### src/common/mon_pkg.sv
// shared constants and types for the two-wire bus monitor
package mon_pkg;
    // ------------------------------------------------------------
    // byte framing
    // ------------------------------------------------------------
    localparam logic [3:0] BIT_LAST  = 4'h7;  // last data bit slot
    localparam logic [3:0] ACK_SLOT  = 4'h8;  // ninth slot, acknowledge
    localparam logic [3:0] ACK_DONE  = 4'h9;  // ack sampled, await fall
    localparam logic [4:0] TEN_PREFIX = 5'h1e; // 11110 long-address lead
    localparam logic       DIR_READ  = 1'b1;
    // ------------------------------------------------------------
    // direction trigger select
    // ------------------------------------------------------------
    localparam logic [1:0] DSEL_READ   = 2'h1;
    localparam logic [1:0] DSEL_WRITE  = 2'h2;
    localparam logic [1:0] DSEL_EITHER = 2'h3;
    // ------------------------------------------------------------
    // filter enables: bits 0..3 frame types {ten,dir}, 4..5 errors
    // ------------------------------------------------------------
    localparam int         FILT_W       = 6;
    localparam int         EN_NACK      = 4;
    localparam int         EN_INCOMP    = 5;
    localparam logic [5:0] FILT_ALL     = 6'h3f;
    localparam logic [5:0] FILT_NONE    = 6'h00;
    localparam logic [5:0] FILT_DEFAULT = 6'h0f;
    // ------------------------------------------------------------
    // frame record layout
    // ------------------------------------------------------------
    localparam int REC_W        = 24;
    localparam int REC_CNT_LSB  = 0;   // 10-bit data byte count
    localparam int REC_ADDR_LSB = 10;  // 10-bit address
    localparam int REC_ERR_LSB  = 20;  // {incomplete, nack}
    localparam int REC_TYPE_LSB = 22;  // {ten, dir}
    localparam int FIFO_DEPTH   = 32;

    typedef enum {ST_IDLE, ST_BYTE} mon_state_t;
    typedef enum {PH_ADDR1, PH_ADDR2, PH_DATA} addr_phase_t;
    typedef enum logic [1:0] {F_ALL, F_NONE, F_INV, F_DEFAULT} filt_cmd_t;
endpackage

### src/common/stream_if.sv
// valid/ready word stream between the monitor and its record fifo
`timescale 1ns/100ps
interface stream_if #(parameter int WIDTH = 24);
    logic             valid;
    logic             ready;
    logic [WIDTH-1:0] data;
    modport src (output valid, output data, input ready);
    modport snk (input valid, input data, output ready);
endinterface

### src/rtl/rec_fifo.sv
// record fifo with registered read stage
`timescale 1ns/100ps
module rec_fifo #(
    parameter int WIDTH = 24,
    parameter int DEPTH = 32
) (
    input  wire logic clk,    // sampling clock
    input  wire logic arst_n, // async reset, active low
    stream_if.snk     in_s,   // filling side
    stream_if.src     out_s   // draining side
);
    localparam int AW = $clog2(DEPTH);

    logic [WIDTH-1:0] mem [DEPTH];
    logic [AW-1:0]    wr_ptr_reg;
    logic [AW-1:0]    rd_ptr_reg;
    logic [AW:0]      count_reg;
    logic             out_valid_reg;
    logic [WIDTH-1:0] out_data_reg;
    logic             push;
    logic             pop;

    // full refuses pushes; the writer sees ready low and stalls
    assign in_s.ready  = (count_reg != (AW+1)'(DEPTH));
    assign push        = in_s.valid && in_s.ready;
    assign pop         = (count_reg != '0) && (!out_valid_reg || out_s.ready);
    assign out_s.valid = out_valid_reg;
    assign out_s.data  = out_data_reg;

    // storage write
    always_ff @(posedge clk) begin
        if (push) begin
            mem[wr_ptr_reg] <= in_s.data;
        end
    end

    // pointers and occupancy
    always_ff @(posedge clk or negedge arst_n) begin
        if (!arst_n) begin
            wr_ptr_reg <= '0;
            rd_ptr_reg <= '0;
            count_reg  <= '0;
        end else begin
            if (push) begin
                wr_ptr_reg <= AW'((wr_ptr_reg + 1'b1) % DEPTH);
            end
            if (pop) begin
                rd_ptr_reg <= AW'((rd_ptr_reg + 1'b1) % DEPTH);
            end
            count_reg <= count_reg + (AW+1)'(push) - (AW+1)'(pop);
        end
    end

    // output register, refilled when empty or taken
    always_ff @(posedge clk or negedge arst_n) begin
        if (!arst_n) begin
            out_valid_reg <= 1'b0;
            out_data_reg  <= '0;
        end else if (pop) begin
            out_valid_reg <= 1'b1;
            out_data_reg  <= mem[rd_ptr_reg];
        end else if (out_s.ready) begin
            out_valid_reg <= 1'b0;
        end
    end
endmodule

### src/rtl/bus_monitor.sv
// passive two-wire bus monitor: conditions, addresses, triggers, filter
`timescale 1ns/100ps
module bus_monitor #(
    parameter int FIFO_DEPTH = mon_pkg::FIFO_DEPTH
) (
    input  wire logic              clk,            // 25 MHz sampling clock
    input  wire logic              arst_n,         // async reset, low
    input  wire logic              scl_in,         // bus clock line
    input  wire logic              sda_in,         // bus data line
    input  wire logic [1:0]        dir_sel,        // direction qualifier
    input  wire logic [7:0]        pattern,        // data byte to match
    input  wire logic              filt_cmd_valid, // filter command strobe
    input  wire mon_pkg::filt_cmd_t filt_cmd,      // filter command
    input  wire logic              rec_ready,      // record sink ready
    output logic                   trig_start,     // start pulse
    output logic                   trig_rstart,    // repeated start pulse
    output logic                   trig_stop,      // stop pulse
    output logic                   trig_addr,      // address done pulse
    output logic                   trig_dir,       // direction match pulse
    output logic                   trig_nack,      // missing ack pulse
    output logic                   trig_pattern,   // pattern match pulse
    output logic [5:0]             filt_en,        // filter enables
    output logic                   rec_overflow,   // record dropped, sticky
    output logic                   rec_valid,      // record available
    output logic [23:0]            rec_data        // frame record
);
    // ------------------------------------------------------------
    // line synchronisers and condition detect
    // ------------------------------------------------------------
    logic scl_meta_reg, scl_sync_reg, scl_prev_reg;
    logic sda_meta_reg, sda_sync_reg, sda_prev_reg;
    logic scl_rise, scl_fall, start_det, stop_det;

    // meta stage feeds only the sync stage
    always_ff @(posedge clk or negedge arst_n) begin
        if (!arst_n) begin
            scl_meta_reg <= 1'b1;
            scl_sync_reg <= 1'b1;
            scl_prev_reg <= 1'b1;
            sda_meta_reg <= 1'b1;
            sda_sync_reg <= 1'b1;
            sda_prev_reg <= 1'b1;
        end else begin
            scl_meta_reg <= scl_in;
            scl_sync_reg <= scl_meta_reg;
            scl_prev_reg <= scl_sync_reg;
            sda_meta_reg <= sda_in;
            sda_sync_reg <= sda_meta_reg;
            sda_prev_reg <= sda_sync_reg;
        end
    end

    // clock held high on both samples so a clock edge is never a condition
    assign scl_rise  = scl_sync_reg && !scl_prev_reg;
    assign scl_fall  = !scl_sync_reg && scl_prev_reg;
    assign start_det = scl_sync_reg && scl_prev_reg
                       && sda_prev_reg && !sda_sync_reg;
    assign stop_det  = scl_sync_reg && scl_prev_reg
                       && !sda_prev_reg && sda_sync_reg;

    // ------------------------------------------------------------
    // bit slot tracking
    // ------------------------------------------------------------
    mon_pkg::mon_state_t state_reg;
    logic [3:0]          bit_cnt_reg;
    logic [7:0]          shift_reg;
    logic                byte_done, ack_end, abandon, nack;

    assign byte_done = (state_reg == mon_pkg::ST_BYTE) && scl_rise
                       && (bit_cnt_reg == mon_pkg::ACK_SLOT);
    assign ack_end   = (state_reg == mon_pkg::ST_BYTE) && scl_fall
                       && (bit_cnt_reg == mon_pkg::ACK_DONE);
    // a start or stop inside a frame follows one clock rise; only later rises cut
    assign abandon   = (start_det || stop_det)
                       && (state_reg == mon_pkg::ST_BYTE)
                       && (bit_cnt_reg > 4'h1);
    assign nack      = sda_sync_reg;  // high on ninth pulse

    // shift eight bits, then the ack slot, then wait for its falling edge
    always_ff @(posedge clk or negedge arst_n) begin
        if (!arst_n) begin
            state_reg   <= mon_pkg::ST_IDLE;
            bit_cnt_reg <= '0;
            shift_reg   <= '0;
        end else if (start_det || stop_det) begin
            bit_cnt_reg <= '0;  // partial byte discarded
            state_reg   <= start_det ? mon_pkg::ST_BYTE : mon_pkg::ST_IDLE;
        end else if (state_reg == mon_pkg::ST_BYTE) begin
            if (scl_rise && bit_cnt_reg <= mon_pkg::BIT_LAST) begin
                shift_reg   <= {shift_reg[6:0], sda_sync_reg};
                bit_cnt_reg <= bit_cnt_reg + 4'h1;
            end else if (byte_done) begin
                bit_cnt_reg <= mon_pkg::ACK_DONE;
            end else if (ack_end) begin
                bit_cnt_reg <= '0;
            end
        end
    end

    // ------------------------------------------------------------
    // message and address decode
    // ------------------------------------------------------------
    mon_pkg::addr_phase_t phase_reg;
    logic       msg_open_reg, ten_reg, dir_reg, addr_pend_reg;
    logic [9:0] addr_reg, byte_cnt_reg;
    logic       err_nack_reg, err_inc_reg, nack_is_err;

    // open from start to stop; a start while open is repeated
    always_ff @(posedge clk or negedge arst_n) begin
        if (!arst_n) begin
            msg_open_reg <= 1'b0;
        end else if (stop_det) begin
            msg_open_reg <= 1'b0;
        end else if (start_det) begin
            msg_open_reg <= 1'b1;
        end
    end

    // the closing nack of a read is expected, not a fault
    assign nack_is_err = !(phase_reg == mon_pkg::PH_DATA
                           && dir_reg == mon_pkg::DIR_READ);

    // long-address state survives a repeated start so the read form pairs
    always_ff @(posedge clk or negedge arst_n) begin
        if (!arst_n) begin
            phase_reg     <= mon_pkg::PH_ADDR1;
            ten_reg       <= 1'b0;
            dir_reg       <= 1'b0;
            addr_reg      <= '0;
            addr_pend_reg <= 1'b0;
            byte_cnt_reg  <= '0;
            err_nack_reg  <= 1'b0;
            err_inc_reg   <= 1'b0;
        end else if (stop_det) begin
            phase_reg     <= mon_pkg::PH_ADDR1;
            ten_reg       <= 1'b0;
            addr_pend_reg <= 1'b0;
            byte_cnt_reg  <= '0;
            err_nack_reg  <= 1'b0;
            err_inc_reg   <= 1'b0;
        end else if (start_det) begin
            phase_reg     <= mon_pkg::PH_ADDR1;
            addr_pend_reg <= 1'b0;
            if (!msg_open_reg) begin
                ten_reg      <= 1'b0;
                byte_cnt_reg <= '0;
                err_nack_reg <= 1'b0;
                err_inc_reg  <= 1'b0;
            end else if (abandon) begin
                err_inc_reg <= 1'b1;
            end
        end else if (byte_done) begin
            if (nack && nack_is_err) begin
                err_nack_reg <= 1'b1;
            end
            case (phase_reg)
                mon_pkg::PH_ADDR1: begin
                    dir_reg <= shift_reg[0];
                    if (shift_reg[7:3] == mon_pkg::TEN_PREFIX
                        && shift_reg[0] != mon_pkg::DIR_READ) begin
                        ten_reg       <= 1'b1;
                        addr_reg[9:8] <= shift_reg[2:1];
                        phase_reg     <= mon_pkg::PH_ADDR2;
                    end else if (shift_reg[7:3] == mon_pkg::TEN_PREFIX
                                 && ten_reg
                                 && shift_reg[2:1] == addr_reg[9:8]) begin
                        addr_pend_reg <= 1'b1;
                        phase_reg     <= mon_pkg::PH_DATA;
                    end else begin
                        ten_reg       <= 1'b0;
                        addr_reg      <= {3'h0, shift_reg[7:1]};
                        addr_pend_reg <= 1'b1;
                        phase_reg     <= mon_pkg::PH_DATA;
                    end
                end
                mon_pkg::PH_ADDR2: begin
                    addr_reg[7:0] <= shift_reg;
                    addr_pend_reg <= 1'b1;
                    phase_reg     <= mon_pkg::PH_DATA;
                end
                mon_pkg::PH_DATA: begin
                    byte_cnt_reg <= byte_cnt_reg + 10'h001;
                end
                default: begin
                    phase_reg <= mon_pkg::PH_ADDR1;
                end
            endcase
        end else if (ack_end) begin
            addr_pend_reg <= 1'b0;
        end
    end

    // ------------------------------------------------------------
    // trigger pulses, one cycle each
    // ------------------------------------------------------------
    logic dir_hit;

    assign dir_hit = (dir_reg == mon_pkg::DIR_READ)
                     ? (dir_sel == mon_pkg::DSEL_READ
                        || dir_sel == mon_pkg::DSEL_EITHER)
                     : (dir_sel == mon_pkg::DSEL_WRITE
                        || dir_sel == mon_pkg::DSEL_EITHER);

    // registered so every trigger leaves straight from a flop
    always_ff @(posedge clk or negedge arst_n) begin
        if (!arst_n) begin
            trig_start   <= 1'b0;
            trig_rstart  <= 1'b0;
            trig_stop    <= 1'b0;
            trig_addr    <= 1'b0;
            trig_dir     <= 1'b0;
            trig_nack    <= 1'b0;
            trig_pattern <= 1'b0;
        end else begin
            trig_start   <= start_det && !msg_open_reg;
            trig_rstart  <= start_det && msg_open_reg;
            trig_stop    <= stop_det;
            trig_addr    <= ack_end && addr_pend_reg;
            trig_dir     <= ack_end && addr_pend_reg && dir_hit;
            trig_nack    <= byte_done && nack && nack_is_err;
            trig_pattern <= byte_done
                            && phase_reg == mon_pkg::PH_DATA
                            && shift_reg == pattern;
        end
    end

    // ------------------------------------------------------------
    // frame filter
    // ------------------------------------------------------------
    // frame passes if its type is on and each error it carries is on
    function automatic logic frame_pass(input logic [1:0] ftype,
                                        input logic [1:0] errs,
                                        input logic [5:0] en);
        logic type_ok;
        logic err_ok;
        type_ok = en[ftype];
        err_ok  = (!errs[0] || en[mon_pkg::EN_NACK])
                  && (!errs[1] || en[mon_pkg::EN_INCOMP]);
        return type_ok && err_ok;
    endfunction

    // bulk commands act on frame and error enables together
    always_ff @(posedge clk or negedge arst_n) begin
        if (!arst_n) begin
            filt_en <= mon_pkg::FILT_DEFAULT;
        end else if (filt_cmd_valid) begin
            case (filt_cmd)
                mon_pkg::F_ALL:     filt_en <= mon_pkg::FILT_ALL;
                mon_pkg::F_NONE:    filt_en <= mon_pkg::FILT_NONE;
                mon_pkg::F_INV:     filt_en <= ~filt_en;
                mon_pkg::F_DEFAULT: filt_en <= mon_pkg::FILT_DEFAULT;
                default:            filt_en <= filt_en;
            endcase
        end
    end

    // ------------------------------------------------------------
    // record push into the fifo
    // ------------------------------------------------------------
    stream_if #(.WIDTH(mon_pkg::REC_W)) push_s ();
    stream_if #(.WIDTH(mon_pkg::REC_W)) pop_s ();
    logic       push_valid_reg;
    logic [23:0] push_data_reg;
    logic [1:0]  rec_err;
    logic        rec_pass;

    assign rec_err  = {err_inc_reg || abandon, err_nack_reg};
    assign rec_pass = frame_pass({ten_reg, dir_reg}, rec_err, filt_en);
    assign push_s.valid = push_valid_reg;
    assign push_s.data  = push_data_reg;
    assign pop_s.ready  = rec_ready;

    // one slot of holding; a frame ending while it waits is dropped
    always_ff @(posedge clk or negedge arst_n) begin
        if (!arst_n) begin
            push_valid_reg <= 1'b0;
            push_data_reg  <= '0;
            rec_overflow   <= 1'b0;
        end else if (stop_det && msg_open_reg && rec_pass) begin
            if (push_valid_reg && !push_s.ready) begin
                rec_overflow <= 1'b1;
            end else begin
                push_valid_reg <= 1'b1;
                push_data_reg  <= {ten_reg, dir_reg, rec_err,
                                   addr_reg, byte_cnt_reg};
            end
        end else if (push_valid_reg && push_s.ready) begin
            push_valid_reg <= 1'b0;
        end
    end

    rec_fifo #(
        .WIDTH (mon_pkg::REC_W),
        .DEPTH (FIFO_DEPTH)
    ) u_fifo (
        .clk    (clk),
        .arst_n (arst_n),
        .in_s   (push_s),
        .out_s  (pop_s)
    );

    assign rec_valid = pop_s.valid;
    assign rec_data  = pop_s.data;
endmodule

### config.mk
export PLATFORM = sky130hd
export DESIGN_NAME = bus_monitor
export DESIGN_NICKNAME = d
export VERILOG_FILES = /design/src/common/mon_pkg.sv /design/src/common/stream_if.sv /design/src/rtl/rec_fifo.sv /design/src/rtl/bus_monitor.sv
export SDC_FILE = /design/constraint.sdc
export NUM_CORES = 1
export LEC_CHECK = 0
export ABC_CLOCK_PERIOD_IN_PS = 2700
export BUFFER_PORTS_ARGS = -buffer_cell sky130_fd_sc_hd__buf_4
export CORE_MARGIN = 8
export CORE_UTILIZATION = 49
export DETAILED_ROUTE_END_ITERATION = 12
export PLACE_DENSITY = 0.67
export RECOVER_POWER = 25
export SYNTH_ARGS = -nofsm -noshare
export SYNTH_HDL_FRONTEND = slang
export SYNTH_HIERARCHICAL = 1
export SYNTH_SLANG_ARGS = --single-unit
### constraint.sdc
create_clock -name clk -period 2.7 [get_ports clk]
set_input_delay 0.135 -clock clk [delete_from_list [all_inputs] [get_ports clk]]
set_output_delay 0.135 -clock clk [all_outputs]
set_load 0.01 [all_outputs]
== Word level (Yosys, flattened, before mapping) ==
Memories as Yosys holds them, arrays and structs flattened. A register that Yosys moved wholly into a read port is not among the register bits.
Cells that the tools add are included.
Operators by class
  $add $sub $neg: 6
  multipliers: 0
  divide/modulo/power cells: 0
  order comparisons: 3
  eq/ne operators: 26
  shift operators: 0
  multiplexer cells: 54
  bitwise logic cells: 6
  reduce and logical (&&, ||, !) cells: 80
Operators by type and width (count)
  32-bit two-way mux: 3
  32-bit one-hot mux with 3 select lines: 1
  32-bit by 2-bit == test with 1-bit output (second input constant): 2
  10-bit two-way mux: 6
  1-bit logical AND: 34
  32-bit by 1-bit == test with 1-bit output (second input constant): 1
  32-bit by 3-bit == test with 1-bit output (second input constant): 1
  32-bit logical NOT: 1
  1-bit two-way mux: 32
  6-bit one-hot mux with 4 select lines: 1
  4-bit two-way mux: 5
  8-bit one-hot mux with 2 select lines: 1
  2-bit AND reduction: 6
  3-bit AND reduction: 4
  3-bit nonzero test: 4
  1-bit logical NOT: 11
  10-bit by 1-bit adder with 10-bit output (second input constant): 1
  5-bit by 1-bit adder with 5-bit output (second input constant): 2
  2-bit nonzero test: 5
  3-bit inequality test (second input constant): 3
  2-bit == test (second input constant): 4
  4-bit == test (second input constant): 2
  8-bit == test: 1
  8-bit two-way mux: 1
  other kinds (26): 43
Storage, ports and cells
  register bits: 164
  latch bits: 0
  bits in writable memories: 768
  memory bits (read-only): 0
  input bits: 18
  word-level logic and storage cells: 210
  memories kept: 1
Memories
  u_fifo.mem: words 32, width 24, read ports 1, clocked after Yosys merged registers in 1, wr ports 1, RTL line rec_fifo.sv:14  | logic [WIDTH-1:0] mem [DEPTH];

== Depth between registers and ports, before layout ==
Gate-level depths: netlist of the first run.
  word-level depth: 14
  depth in mapped cells: 14

== Modules after synthesis ==
The synthesis of the first run kept the hierarchy.
By module, submodules not included
  rec_fifo: times used 1, cells each 1516, area an instance 31262.5 um^2, seq. area each 24088.1 um^2
  bus_monitor: times used 1, cells each 307, area an instance 3858.7 um^2, seq. area each 2164.6 um^2

== Worst setup path before layout of the first run ==
No wires, ideal clock.
  path type: reg-to-reg
  from: register u_fifo.count_reg[2]
  to: memory u_fifo.mem[28][0], enable pin
  setup time: 0.405 ns
  arrival time: 2.305 ns
  path slack: -0.010 ns
  cell stages (with the launch flop): 8
  buffers on the path: 1
  clock period less this slack: 2.710 ns
  path through: dfrtp_1 inv_1 ha_1 nand4bb_1 and2_1 clkbuf_1 nand2_1 nor2_1
Between the ends
  cells in the longest elaborated chain, start to end: 4
RTL lines
  from (decl): RTL line rec_fifo.sv:17  | logic [AW:0] count_reg;
  from (signal assigned): RTL line rec_fifo.sv:50  | count_reg <= count_reg + (AW+1)'(push) - (AW+1)'(pop);
  6-bit inequality test: RTL line rec_fifo.sv:24  | assign in_s.ready = (count_reg != (AW+1)'(DEPTH));
  named net push_s.ready: RTL line stream_if.sv:5  | logic ready;
  1-bit logical AND: RTL line rec_fifo.sv:25  | assign push = in_s.valid && in_s.ready;
  1-bit two-way mux: RTL line rec_fifo.sv:32  | if (push) begin
  1-bit two-way mux (implied by the code): RTL line rec_fifo.sv:33  | mem[wr_ptr_reg] <= in_s.data;
  to (decl): RTL line rec_fifo.sv:14
The timed path passes the listed nets, and every way through them passes these cells.

== Final worst setup path of the first run ==
  from: register u_fifo.count_reg[3]
  to: register u_fifo.count_reg[5]
Between the ends
  cells in the longest elaborated chain, start to end: 4
  elaborated cells on any way between the ends: 6
  those cells by class: add/sub: 2; eq/ne: 1; reduce/logical: 3
RTL lines (RTL line)
  6-bit inequality test: rec_fifo.sv:24
  1-bit logical AND: rec_fifo.sv:25
  6-bit by 1-bit adder with 6-bit output: rec_fifo.sv:50
  6-bit by 1-bit subtractor with 6-bit output *: rec_fifo.sv:50
Every way passes the cells marked *; elsewhere a longest branch is shown, timed or not.
A chain may end at the register's enable or synchronous reset.

==> out/results.txt, run 1 <==
CP max stage delay: 390 ps
DRT Pass-1 Iters: 5
Layout fillers: 5335
Final period util: 92.89%
Failing checks: capacitance limit, slew limit
Worst-path clk slew: 60 ps
Most frequent CP cell: ha_1
Max VDD drop: 0.5969 mV
Primary FF master, synth: edfxtp_1
DRT antenna net count: 0
Placed cell area: 0.03752 mm^2
CTS tree: yes
Core area: 0.07124 mm^2
Post-synthesis cell area: 0.03512 mm^2
Startpoint types: register
Number of synthesized flops with an enable pin: 768
Pwr/cell area: 935.4 mW/mm^2
Synthesis-to-layout area growth: 15.33%
Synth Warn #: 6
Dpl cells: 2830
Initial antenna violation count: 0
Slew Limit Fails: 195
First-pass GRT wire length: 118800 um
Clock Skew: 18.86 ps
Post-synth top area cell: edfxtp_1
# DRC: 0
Register area: 0.02626 mm^2
CP max stage cell: dfrtp_1
Max Fclk: 0.3987 GHz
Drt first-iter violations: 1385
HPWL Detailed: 46930 um
CP cell instances: inv_1 > ha_1 > and4bb_2 > nor2_4 > ha_1 > inv_1 > ha_1 > a21o_1 > a21o_1 > a2111oi_2 > a311oi_1
Hold_ws: 172.5 ps
Status: finished with violations
Initial Util: 49.30%
RSZ-0062 raised after global routing: no
Num CTS Buffers: 87
Largest fanout on the critical path: 4
Post-synthesis xor/xnor area fraction: 0.7232%
Final wirelength: 79440 um
H-tree levels: 3
Crit. End Element: register
IO Pins: 57
Largest family of logic cells by synthesized area: multiplexers
Fin nets: 2020
Gate Count Post-Synth: 1823
Count of cell types in the netlist: 73
GPL Wtd Cong: 0.7989
Clk sink count: 895
Adder-cell share of the synthesized area: 0.6983%
Top cells by area, synth: edfxtp_1 66%, dfrtp_1 8.3%, mux4_2 7.8%, mux2i_1 4.4%, o22ai_1 1.3%
Area share of the leading cell type in the synthesized netlist: 65.66%
Seq/Total Area, Yosys: 74.75%
Met2 usage: 33.01%
Worst min path class: in2reg
Rows: 98
WP data required: 3190 ps
Rel. slew slack: -11.93%
Flops & latches, synth: 895
# port buffers: 56
Leakage dissipation: 14.22 nW
Crit Path Class: reg2reg
Vias in the first global route: 18.58k
DIE WIDTH: 283.7 um
Layout cells sized above 1: 24.46%
Routed len/inst: 26.42 um
DIE AREA: 0.08050 mm^2
Syn avg cell area: 19.27 um^2
Largest register FFs: 768
Final setup violation count: 0
GRT met1 Usage: 26.27%
Tmin final: 2508 ps
Met3 Use GR: 2.714%
Psw: 0.01065 W
Synth Area in Compound Gates: 4.770%
Max clock buf depth: 3
Mux share of post-synthesis cell area: 14.32%
Die Ht: 283.7 um
Ys async rst share: 14.19%
Max-cap violations: 5
Most Used Layer, Global Route: met2
Layout Cells excl Fill: 3007
Critical Path AT: 3000 ps
Syn Nets: 1860
Int Pwr: 0.02724 W
GRT overflow: 0
Seq pwr share: 42.4%
Worst Max-Slew Pin Slew: 1679 ps
Area of the multi-input gates: 0.008327 mm^2
Clk_lat worst skew: 630 ps
Global Route Usage Sum: 19.57%
CTS root buf: clkbuf_16
Switching share of power: 28.12%
Clock network fraction of design power: 33.3%
DR vias: 17.73k
Setup bufs post-CTS: 0
Comb power frac: 24.3%
Final Hold Violating Endpoints: 0
Synth Area in Simple Gates: 2.875%
Vias per inst: 5.895
Largest net degree at the start of global routing: 61
Final instance area: 0.04050 mm^2
==> through the flow <==
| stage | worst slack, ps | total power, W | util, % | setup TNS [ps] |
|---|---|---|---|---|
| 4_1_cts | 74.19 | 0.03837 | 57.07 | 0 |
| 5_1_grt | 13.93 | 0.03924 | 56.85 | 0 |
| 3_5_place_dp | 85.82 | 0.02576 | 52.66 | 0 |
| 6_report | 191.8 | 0.03789 | 56.85 | 0 |
| 2_1_floorplan | -9.676 | 0.02258 | - | -4163 |
| 3_3_place_gp | 235.6 | 0.02561 | 52.66 | 0 |
==> repair_timing <==
| item | 4_1_cts | 5_1_grt |
|---|---|---|
| endpoints found under the setup margin | 0 | 1 |
| resized for setup | 0 | 2 |
| hold endpoints to repair | 104 | 0 |
| hold buffers | 14 | 0 |
==> cells in the final DEF (no fill, tap or decap), types with 20 or more instances in the layout <==
master / n
mux2i_1: 153
mux2_4: 20
buf_12: 40
o22ai_1: 72
edfxtp_1: 768
a21oi_1: 37
dfrtp_1: 114
clkbuf_1: 55
a211oi_1: 46
nor2_1: 51
nand2_1: 47
mux2_2: 32
a221oi_2: 22
clkbuf_16: 91
mux4_2: 121
nor2_2: 33
buf_4: 71
==> routing by layer <==
metal / part of all wire, % / up-vias
li1: - / 7676
met1: 42 / 9376
met2: 50 / 536
met3: 5.0 / 137
met4: 3.1 / 0
met5: 0 / -
==> synth_stat cells, drive strengths merged, types with 11 or more instances <==
library cell	instances
o22ai	72
buf	60
dfrtp	117
a21oi	38
mux2	62
nor2	85
ha	18
a211oi	47
mux2i	153
mux4	121
o21ai	19
inv	19
nand2	47
a221oi	23
edfxtp	768
clkbuf	37
xor2	18
xnor2	11
==> critical path: cells and delay by family, from the launching register on <==
family | cells | cell delay, ps
and+or+nand+nor | 2 | 350
buffers and inverters | 2 | 130
adders and majority gates | 3 | 630
AOI/OAI and AO/OA | 4 | 890
DFF | 1 | 390
==> area by class of cell <==
type / count / area share (%)
flip-flops and latches: 895 / 64.84
clock inverters: 46 / 1.359
multi-input cells: 812 / 20.56
well taps: 950 / 2.935
repair buffers: 168 / 4.071
clock buffers: 116 / 6.052
inverters: 19 / 0.1761
diodes: 1 / 0.006178
==> kinds of logic after synthesis <==
logic type / Yosys count
AO/OA/AOI/OAI: 225
XOR/XNOR: 29
flip-flops: 895
buffers and inverters: 116
adder cells (fa/ha/maj): 19
AND/OR/NAND/NOR: 203
multiplexers: 336
==> power by group through the flow <==
| stage | Clock, W | Combinational (W) | Sequential (W) |
|---|---|---|---|
| after floorplan | 0 | 0.00654 | 0.0160 |
| after global placement | 0 | 0.00926 | 0.0163 |
| after detailed placement | 0 | 0.00938 | 0.0164 |
| after CTS | 0.0128 | 0.00947 | 0.0161 |
| after global routing | 0.0133 | 0.00980 | 0.0161 |
| final | 0.0126 | 0.00921 | 0.0161 |
==> worst paths after layout <==
| check | end | cells after the start | slack [ps] | start |
|---|---|---|---|---|
| hold reg to reg | nack$_DFF_PN1_ | 0 | 360 | sda_meta_reg$_DFF_PN1_ |
| hold / removal | sda_meta_reg$_DFF_PN1_ | 2 | 170 | sda_in |
| setup reg to reg | u_fifo/count_reg[5]$_DFF_PN0_ | 11 | 190 | u_fifo/count_reg[3]$_DFF_PN0_ |
| setup / recovery | u_fifo/count_reg[5]$_DFF_PN0_ | 11 | 190 | u_fifo/count_reg[3]$_DFF_PN0_ |
| max in group asynchronous | u_fifo/out_s.data[6]$_DFFE_PN0P_ | 3 | 550 | arst_n |
| min in group asynchronous | trig_pattern$_DFF_PN0_ | 2 | 450 | arst_n |
Power figures use the tool's default switching activity.
==> run 2, diff against run 1 <==
--- a/config.mk
+++ b/config.mk
@@ -8,10 +8,10 @@
 export ABC_CLOCK_PERIOD_IN_PS = 2700
 export BUFFER_PORTS_ARGS = -buffer_cell sky130_fd_sc_hd__buf_4
 export CORE_MARGIN = 8
-export CORE_UTILIZATION = 49
+export CORE_UTILIZATION = 40
 export DETAILED_ROUTE_END_ITERATION = 12
-export PLACE_DENSITY = 0.67
 export RECOVER_POWER = 25
+export SETUP_SLACK_MARGIN = 0.3
 export SYNTH_ARGS = -nofsm -noshare
 export SYNTH_HDL_FRONTEND = slang
 export SYNTH_HIERARCHICAL = 1
==> run 2 against run 1 <==
The flow still finishes with violations (capacitance limit, slew limit). Sequential power about the same. Die area up 21%. Via count up 1.4%. Cell count up 8.5%. Cell area up 1.2%. Maximum frequency up 4.3%. Critical path depth up 1. Clock power about the same. Highest routed layer unchanged. Critical path type unchanged.
==> out/results.txt, run 2 (same netlist as run 1, synthesis figures left out) <==
Crit Path Class: reg2reg
Status: finished with violations
Pwr/cell area: 935.0 mW/mm^2
CTS root buf: clkbuf_16
Final Hold Violating Endpoints: 0
Register area: 0.02627 mm^2
Synthesis-to-layout area growth: 16.74%
Setup TNS: 0 ps
RSZ-0062 raised after global routing: yes
DR vias: 17.97k
IO Pins: 57
Clock Skew: 27.80 ps
CP top delay family: compound AO/OA/AOI/OAI gates
Worst-path clk slew: 60 ps
Slew Limit Fails: 466
Largest net degree at the start of global routing: 69
Drt first-iter violations: 1762
WP data required: 3190 ps
Critical Path AT: 2900 ps
Largest register FFs: 768
Worst min path class: in2reg
Final wirelength: 83930 um
Layout fillers: 7158
Failing checks: capacitance limit, slew limit
Initial antenna violation count: 0
Commonest non-fill, non-tap cells in the layout: 768 x edfxtp_1, 163 x buf_4, 153 x mux2i_1
H-tree levels: 3
Tmin final: 2405 ps
Num CTS Buffers: 90
Vias in the first global route: 18.65k
Max clock buf depth: 3
Area of the multi-input gates: 0.008414 mm^2
CP max stage delay: 390 ps
GRT overflow: 0
CP cell instances: inv_2 > ha_4 > nand4bb_1 > and2_4 > inv_1 > ha_4 > inv_2 > ha_1 > a21o_1 > a21o_1 > a2111oi_4 > a311oi_2
# port buffers: 56
Final period util: 89.06%
Core area: 0.08689 mm^2
DIE WIDTH: 312.3 um
Placed cell area: 0.03786 mm^2
Final setup violation count: 0
DRT Pass-1 Iters: 5
DRT antenna net count: 0
Layout cells sized above 1: 28.02%
DIE AREA: 0.09754 mm^2
GPL Wtd Cong: 0.8258
First-pass GRT wire length: 124700 um
Max VDD drop: 0.5129 mV
Crit. End Element: register
HPWL Detailed: 52220 um
Ant. Diodes: 0
Rows: 108
Worst path bufs/invs: 3
Initial Util: 40.42%
Startpoint types: register
Final instance area: 0.04100 mm^2
Die Ht: 312.3 um
Commonest non-fill, non-tap cell in the layout: edfxtp_1
Vias per inst: 5.506
Global Route Usage Sum: 16.92%
Leakage dissipation: 14.46 nW
# DRC: 0
Rel. slew slack: -35.51%
Worst Max-Slew Pin Slew: 2033 ps
Routed len/inst: 25.71 um
CP max stage cell: dfrtp_1
Fin nets: 2070
Max Fclk: 0.4159 GHz
CTS tree: yes
Clk sink count: 895
Max-cap violations: 13
Largest fanout on the critical path: 3
Clk_lat worst skew: 640 ps
Design Power: 0.03834 W
## run 2: cell types whose count changed in the layout (fill, tap and decap cells not counted), sizes merged
| cell | delta |
|---|---|
| clkbuf | -20 |
| inv | -1 |
| diode | -1 |
| buf | +73 |
| bufinv | -6 |
| clkinvlp | +3 |
| clkinv | +4 |
## run 2: worst paths after layout
| path | start | to | slack (ps) | depth (start not counted) |
|---|---|---|---|---|
| max in group asynchronous | arst_n | u_fifo/rd_ptr_reg[0]$_DFFE_PN0P_ | 570 | 2 |
| min in group asynchronous | arst_n | trig_pattern$_DFF_PN0_ | 590 | 2 |
| worst max-delay path | u_fifo/count_reg[2]$_DFF_PN0_ | u_fifo/count_reg[5]$_DFF_PN0_ | 300 | 12 |
| worst min-delay path | sda_in | sda_meta_reg$_DFF_PN1_ | 170 | 2 |
| worst min register to register | sda_meta_reg$_DFF_PN1_ | nack$_DFF_PN1_ | 360 | 0 |
| worst max register to register | u_fifo/count_reg[2]$_DFF_PN0_ | u_fifo/count_reg[5]$_DFF_PN0_ | 300 | 12 |
## run 2: per-stage QoR
step / setup slack, ps / util (%) / hold slack [ps] / std cells
after floorplan: 97.05 / - / -160.6 / 1823
after global placement: 304.7 / 43.57 / 211.3 / 3077
after detailed placement: 225.4 / 43.57 / 210.3 / 3077
after CTS: 304.9 / 47.18 / 117.1 / 3263
after global routing: 169.2 / 47.19 / 153.1 / 3264
final: 295.4 / 47.19 / 172.0 / 3264
## run 2: worst register-to-register path, cell delays in order (launching register included)
cell	delay, ps
dfrtp_1	390
inv_2	90
ha_4	130
nand4bb_1	120
and2_4	190
inv_1	100
ha_4	150
inv_2	40
ha_1	270
a21o_1	160
a21o_1	190
a2111oi_4	380
a311oi_2	60
## run 2: cell type report
type | count | share of cell area [%]
sequential | 895 | 64.06
clock inverter | 46 | 1.096
multi-input combinational | 812 | 20.52
tap | 1155 | 3.525
clock buffer | 122 | 6.091
timing repair buffer | 215 | 4.532
inverter | 19 | 0.1739
## run 2: per-layer routing
layer	GRT usage, %	share of wire (%)
met2	26.44	47
met3	3.670	6.4
met4	4.299	2.3
met5	0	0
met1	24.11	45
## run 2: report_power, final
part,internal [W],switching [W],total (W)
registers,0.0154,0.000666,0.0161
clock network,0.00718,0.00515,0.0123
logic,0.00455,0.00539,0.00994
## run 2: repair_timing
| action | in CTS | in global routing |
|---|---|---|
| endpoints found under the setup margin | 3 | 48 |
| hold endpoints to repair | 76 | 0 |
| hold buffers | 14 | 0 |
| resized for setup | 7 | 12 |
| setup buffers | 4 | 1 |
| pin swaps | 2 | 4 |
==> run 3, diff against run 2 <==
--- a/config.mk
+++ b/config.mk
@@ -8,7 +8,7 @@
 export ABC_CLOCK_PERIOD_IN_PS = 2700
 export BUFFER_PORTS_ARGS = -buffer_cell sky130_fd_sc_hd__buf_4
 export CORE_MARGIN = 8
-export CORE_UTILIZATION = 40
+export CORE_UTILIZATION = 45
 export DETAILED_ROUTE_END_ITERATION = 12
 export RECOVER_POWER = 25
 export SETUP_SLACK_MARGIN = 0.3
==> run 3 against run 2 <==
The run still ends with capacitance limit, slew limit left. Combinational power is 1% lower. Critical path depth is 1 lower. Cell area hardly changed. Routed wire length hardly changed. Global-route usage is 2.4 points higher. Count of clock-buffer cells in the layout is 1 higher. Register-to-register slack better by 40 ps. Sequential power hardly changed. Maximum frequency is 1.5% higher. Worst hold slack better by 11 ps. Die area is 11% lower. Cell count is 3.7% lower.
==> out/results.txt, run 3 (same netlist as run 1, synthesis figures left out) <==
GRT overflow: 0
CTS root buf: clkbuf_16
Cell count of the worst reg-to-reg path: 11
Die Ht: 295.4 um
Synthesis-to-layout area growth: 16.63%
Clock Skew: 15.34 ps
# port buffers: 56
Max VDD drop: 0.7358 mV
Reg2reg start: u_fifo/count_reg[2]$_DFF_PN0_
Pre-CTS WS: 196.4 ps
Vias per inst: 5.727
Crit Path Class: reg2reg
Slew Limit Fails: 201
Final Hold Violating Endpoints: 0
Initial antenna violation count: 0
IO Pins: 57
HPWL Detailed: 51130 um
Switching share of power: 28.81%
Layout cells sized above 1: 27.80%
Fin nets: 2063
Drt first-iter violations: 1549
Commonest non-fill, non-tap cell in the layout: edfxtp_1
Seq pwr share: 42.0%
Largest fanout on the critical path: 3
Max Fclk: 0.4222 GHz
Largest net degree at the start of global routing: 78
Clk_lat worst skew: 630 ps
FF-to-FF setup slack: 330 ps
Most frequent CP cell: a21o_1
Setup WS post-layout: 331.5 ps
Int Pwr: 0.02725 W
Worst-path clk slew: 60 ps
Commonest non-fill, non-tap cells in the layout: 768 x edfxtp_1, 153 x mux2i_1, 140 x buf_4
Critical Path End: u_fifo/count_reg[5]$_DFF_PN0_
Num CTS Buffers: 90
GPL Wtd Cong: 0.8145
Failing checks: capacitance limit, slew limit
CP max stage delay: 390 ps
Global Route Usage Sum: 19.30%
First-pass GRT wire length: 124400 um
Vias in the first global route: 18.73k
Largest register FFs: 768
Crit. End Element: register
Pwr/cell area: 934.3 mW/mm^2
Fin util: 52.97%
Comb power frac: 25.7%
Setup crit start: u_fifo/count_reg[2]$_DFF_PN0_
Setup TNS: 0 ps
DRT antenna net count: 0
Final setup violation count: 0
CTS tree: yes
Final period util: 87.72%
Routed len/inst: 26.70 um
Tmin final: 2368 ps
CP cell instances: inv_2 > ha_4 > and4bb_2 > nor2_4 > ha_1 > inv_1 > ha_2 > a21o_1 > a21o_1 > a21o_1 > a311oi_2
DIE WIDTH: 295.4 um
Layout Cells excl Fill: 3143
RSZ-0062 raised after global routing: yes
Clk sink count: 895
Max-cap violations: 7
Core area: 0.07734 mm^2
Final wirelength: 83920 um
Rel. slew slack: -12.52%
Worst Max-Slew Pin Slew: 1688 ps
Initial Util: 45.41%
Critical Path AT: 2890 ps
Startpoint types: register
Status: finished with violations
CP max stage cell: dfrtp_1
Leakage dissipation: 14.48 nW
DR vias: 18.00k
Rows: 102
# DRC: 0
Dpl cells: 2951
DIE AREA: 0.08724 mm^2
Reg-to-Reg End: u_fifo/count_reg[5]$_DFF_PN0_
Max clock buf depth: 3
Worst min path class: in2reg
H-tree levels: 3
DRT Pass-1 Iters: 5
WP data required: 3220 ps
Clock network fraction of design power: 32.3%
Psw: 0.01103 W
## run 3: cell types whose count changed in the layout (fill, tap and decap cells not counted), sizes merged
cell | before | now
buf | 184 | 178
clkinv | 33 | 31
diode | 0 | 2
clkinvlp | 4 | 3
inv | 21 | 22
## run 3: final cells by class
| type | instances | area (um^2) |
|---|---|---|
| repair buffers | 208 | 2012 |
| inverters | 19 | 71.32 |
| diodes | 2 | 5.005 |
| clock buffers | 123 | 2530 |
| flip-flops and latches | 895 | 26260 |
| clock inverters | 44 | 400.4 |
| fillers | 6124 | 36380 |
| multi-input cells | 812 | 8379 |
| well taps | 1040 | 1301 |
## run 3: worst max-delay path, delay by kind of cell, from the launching register on
family                     cells  cell delay, ps
DFF                            1             390
buffers and inverters          2             130
and+or+nand+nor                2             310
adders and majority gates      3             600
AOI/OAI and AO/OA              4             830
## run 3: worst min-delay path by stage
| stage | from | to | depth (start not counted) |
|---|---|---|---|
| final | scl_in | scl_meta_reg$_DFF_PN1_ | 2 |
| after global routing | scl_in | scl_meta_reg$_DFF_PN1_ | 2 |
| after CTS | arst_n | shift_reg[4]$_DFFE_PN0P_ | 2 |
| after detailed placement | arst_n | shift_reg[4]$_DFFE_PN0P_ | 1 |
| after global placement | arst_n | shift_reg[4]$_DFFE_PN0P_ | 1 |
| after floorplan | arst_n | addr_pend_reg$_DFFE_PN0P_ | 0 |
## run 3: power by group through the flow
stage / Combinational [W] / Sequential [W] / Clock (W)
CTS: 0.00991 / 0.0161 / 0.0126
detailed placement: 0.00966 / 0.0164 / 0
global route: 0.0105 / 0.0161 / 0.0131
global placement: 0.00955 / 0.0164 / 0
floorplan: 0.00657 / 0.0160 / 0
finish: 0.00983 / 0.0161 / 0.0124
## run 3: stage by stage
step           power, W  hold WS, ps  cell area [um^2]
6_report        0.03827        183.4             40960
5_1_grt         0.03968        147.9             40960
4_1_cts         0.03857        14.80             40980
3_5_place_dp    0.02606        116.8             37820
3_3_place_gp    0.02595        110.9             37820
2_1_floorplan   0.02261       -160.6             35160
## run 3: per-layer routing
metal / up-vias / wire length, um / global-route usage [%]
met2: 543 / 40790 / 31.42
met1: 9567 / 36380 / 26.98
met3: 126 / 4632 / 3.085
met5: - / 0 / 0
met4: 0 / 2118 / 5.526
li1: 7764 / - / -
## run 3: repair_timing
| action | CTS | global route |
|---|---|---|
| hold buffers | 14 | 0 |
| buffers inserted | 7 | 2 |
| pin swaps | 4 | 4 |
| hold endpoints to repair | 119 | 0 |
| endpoints found under the setup margin | 9 | 172 |
| resized for setup | 8 | 5 |
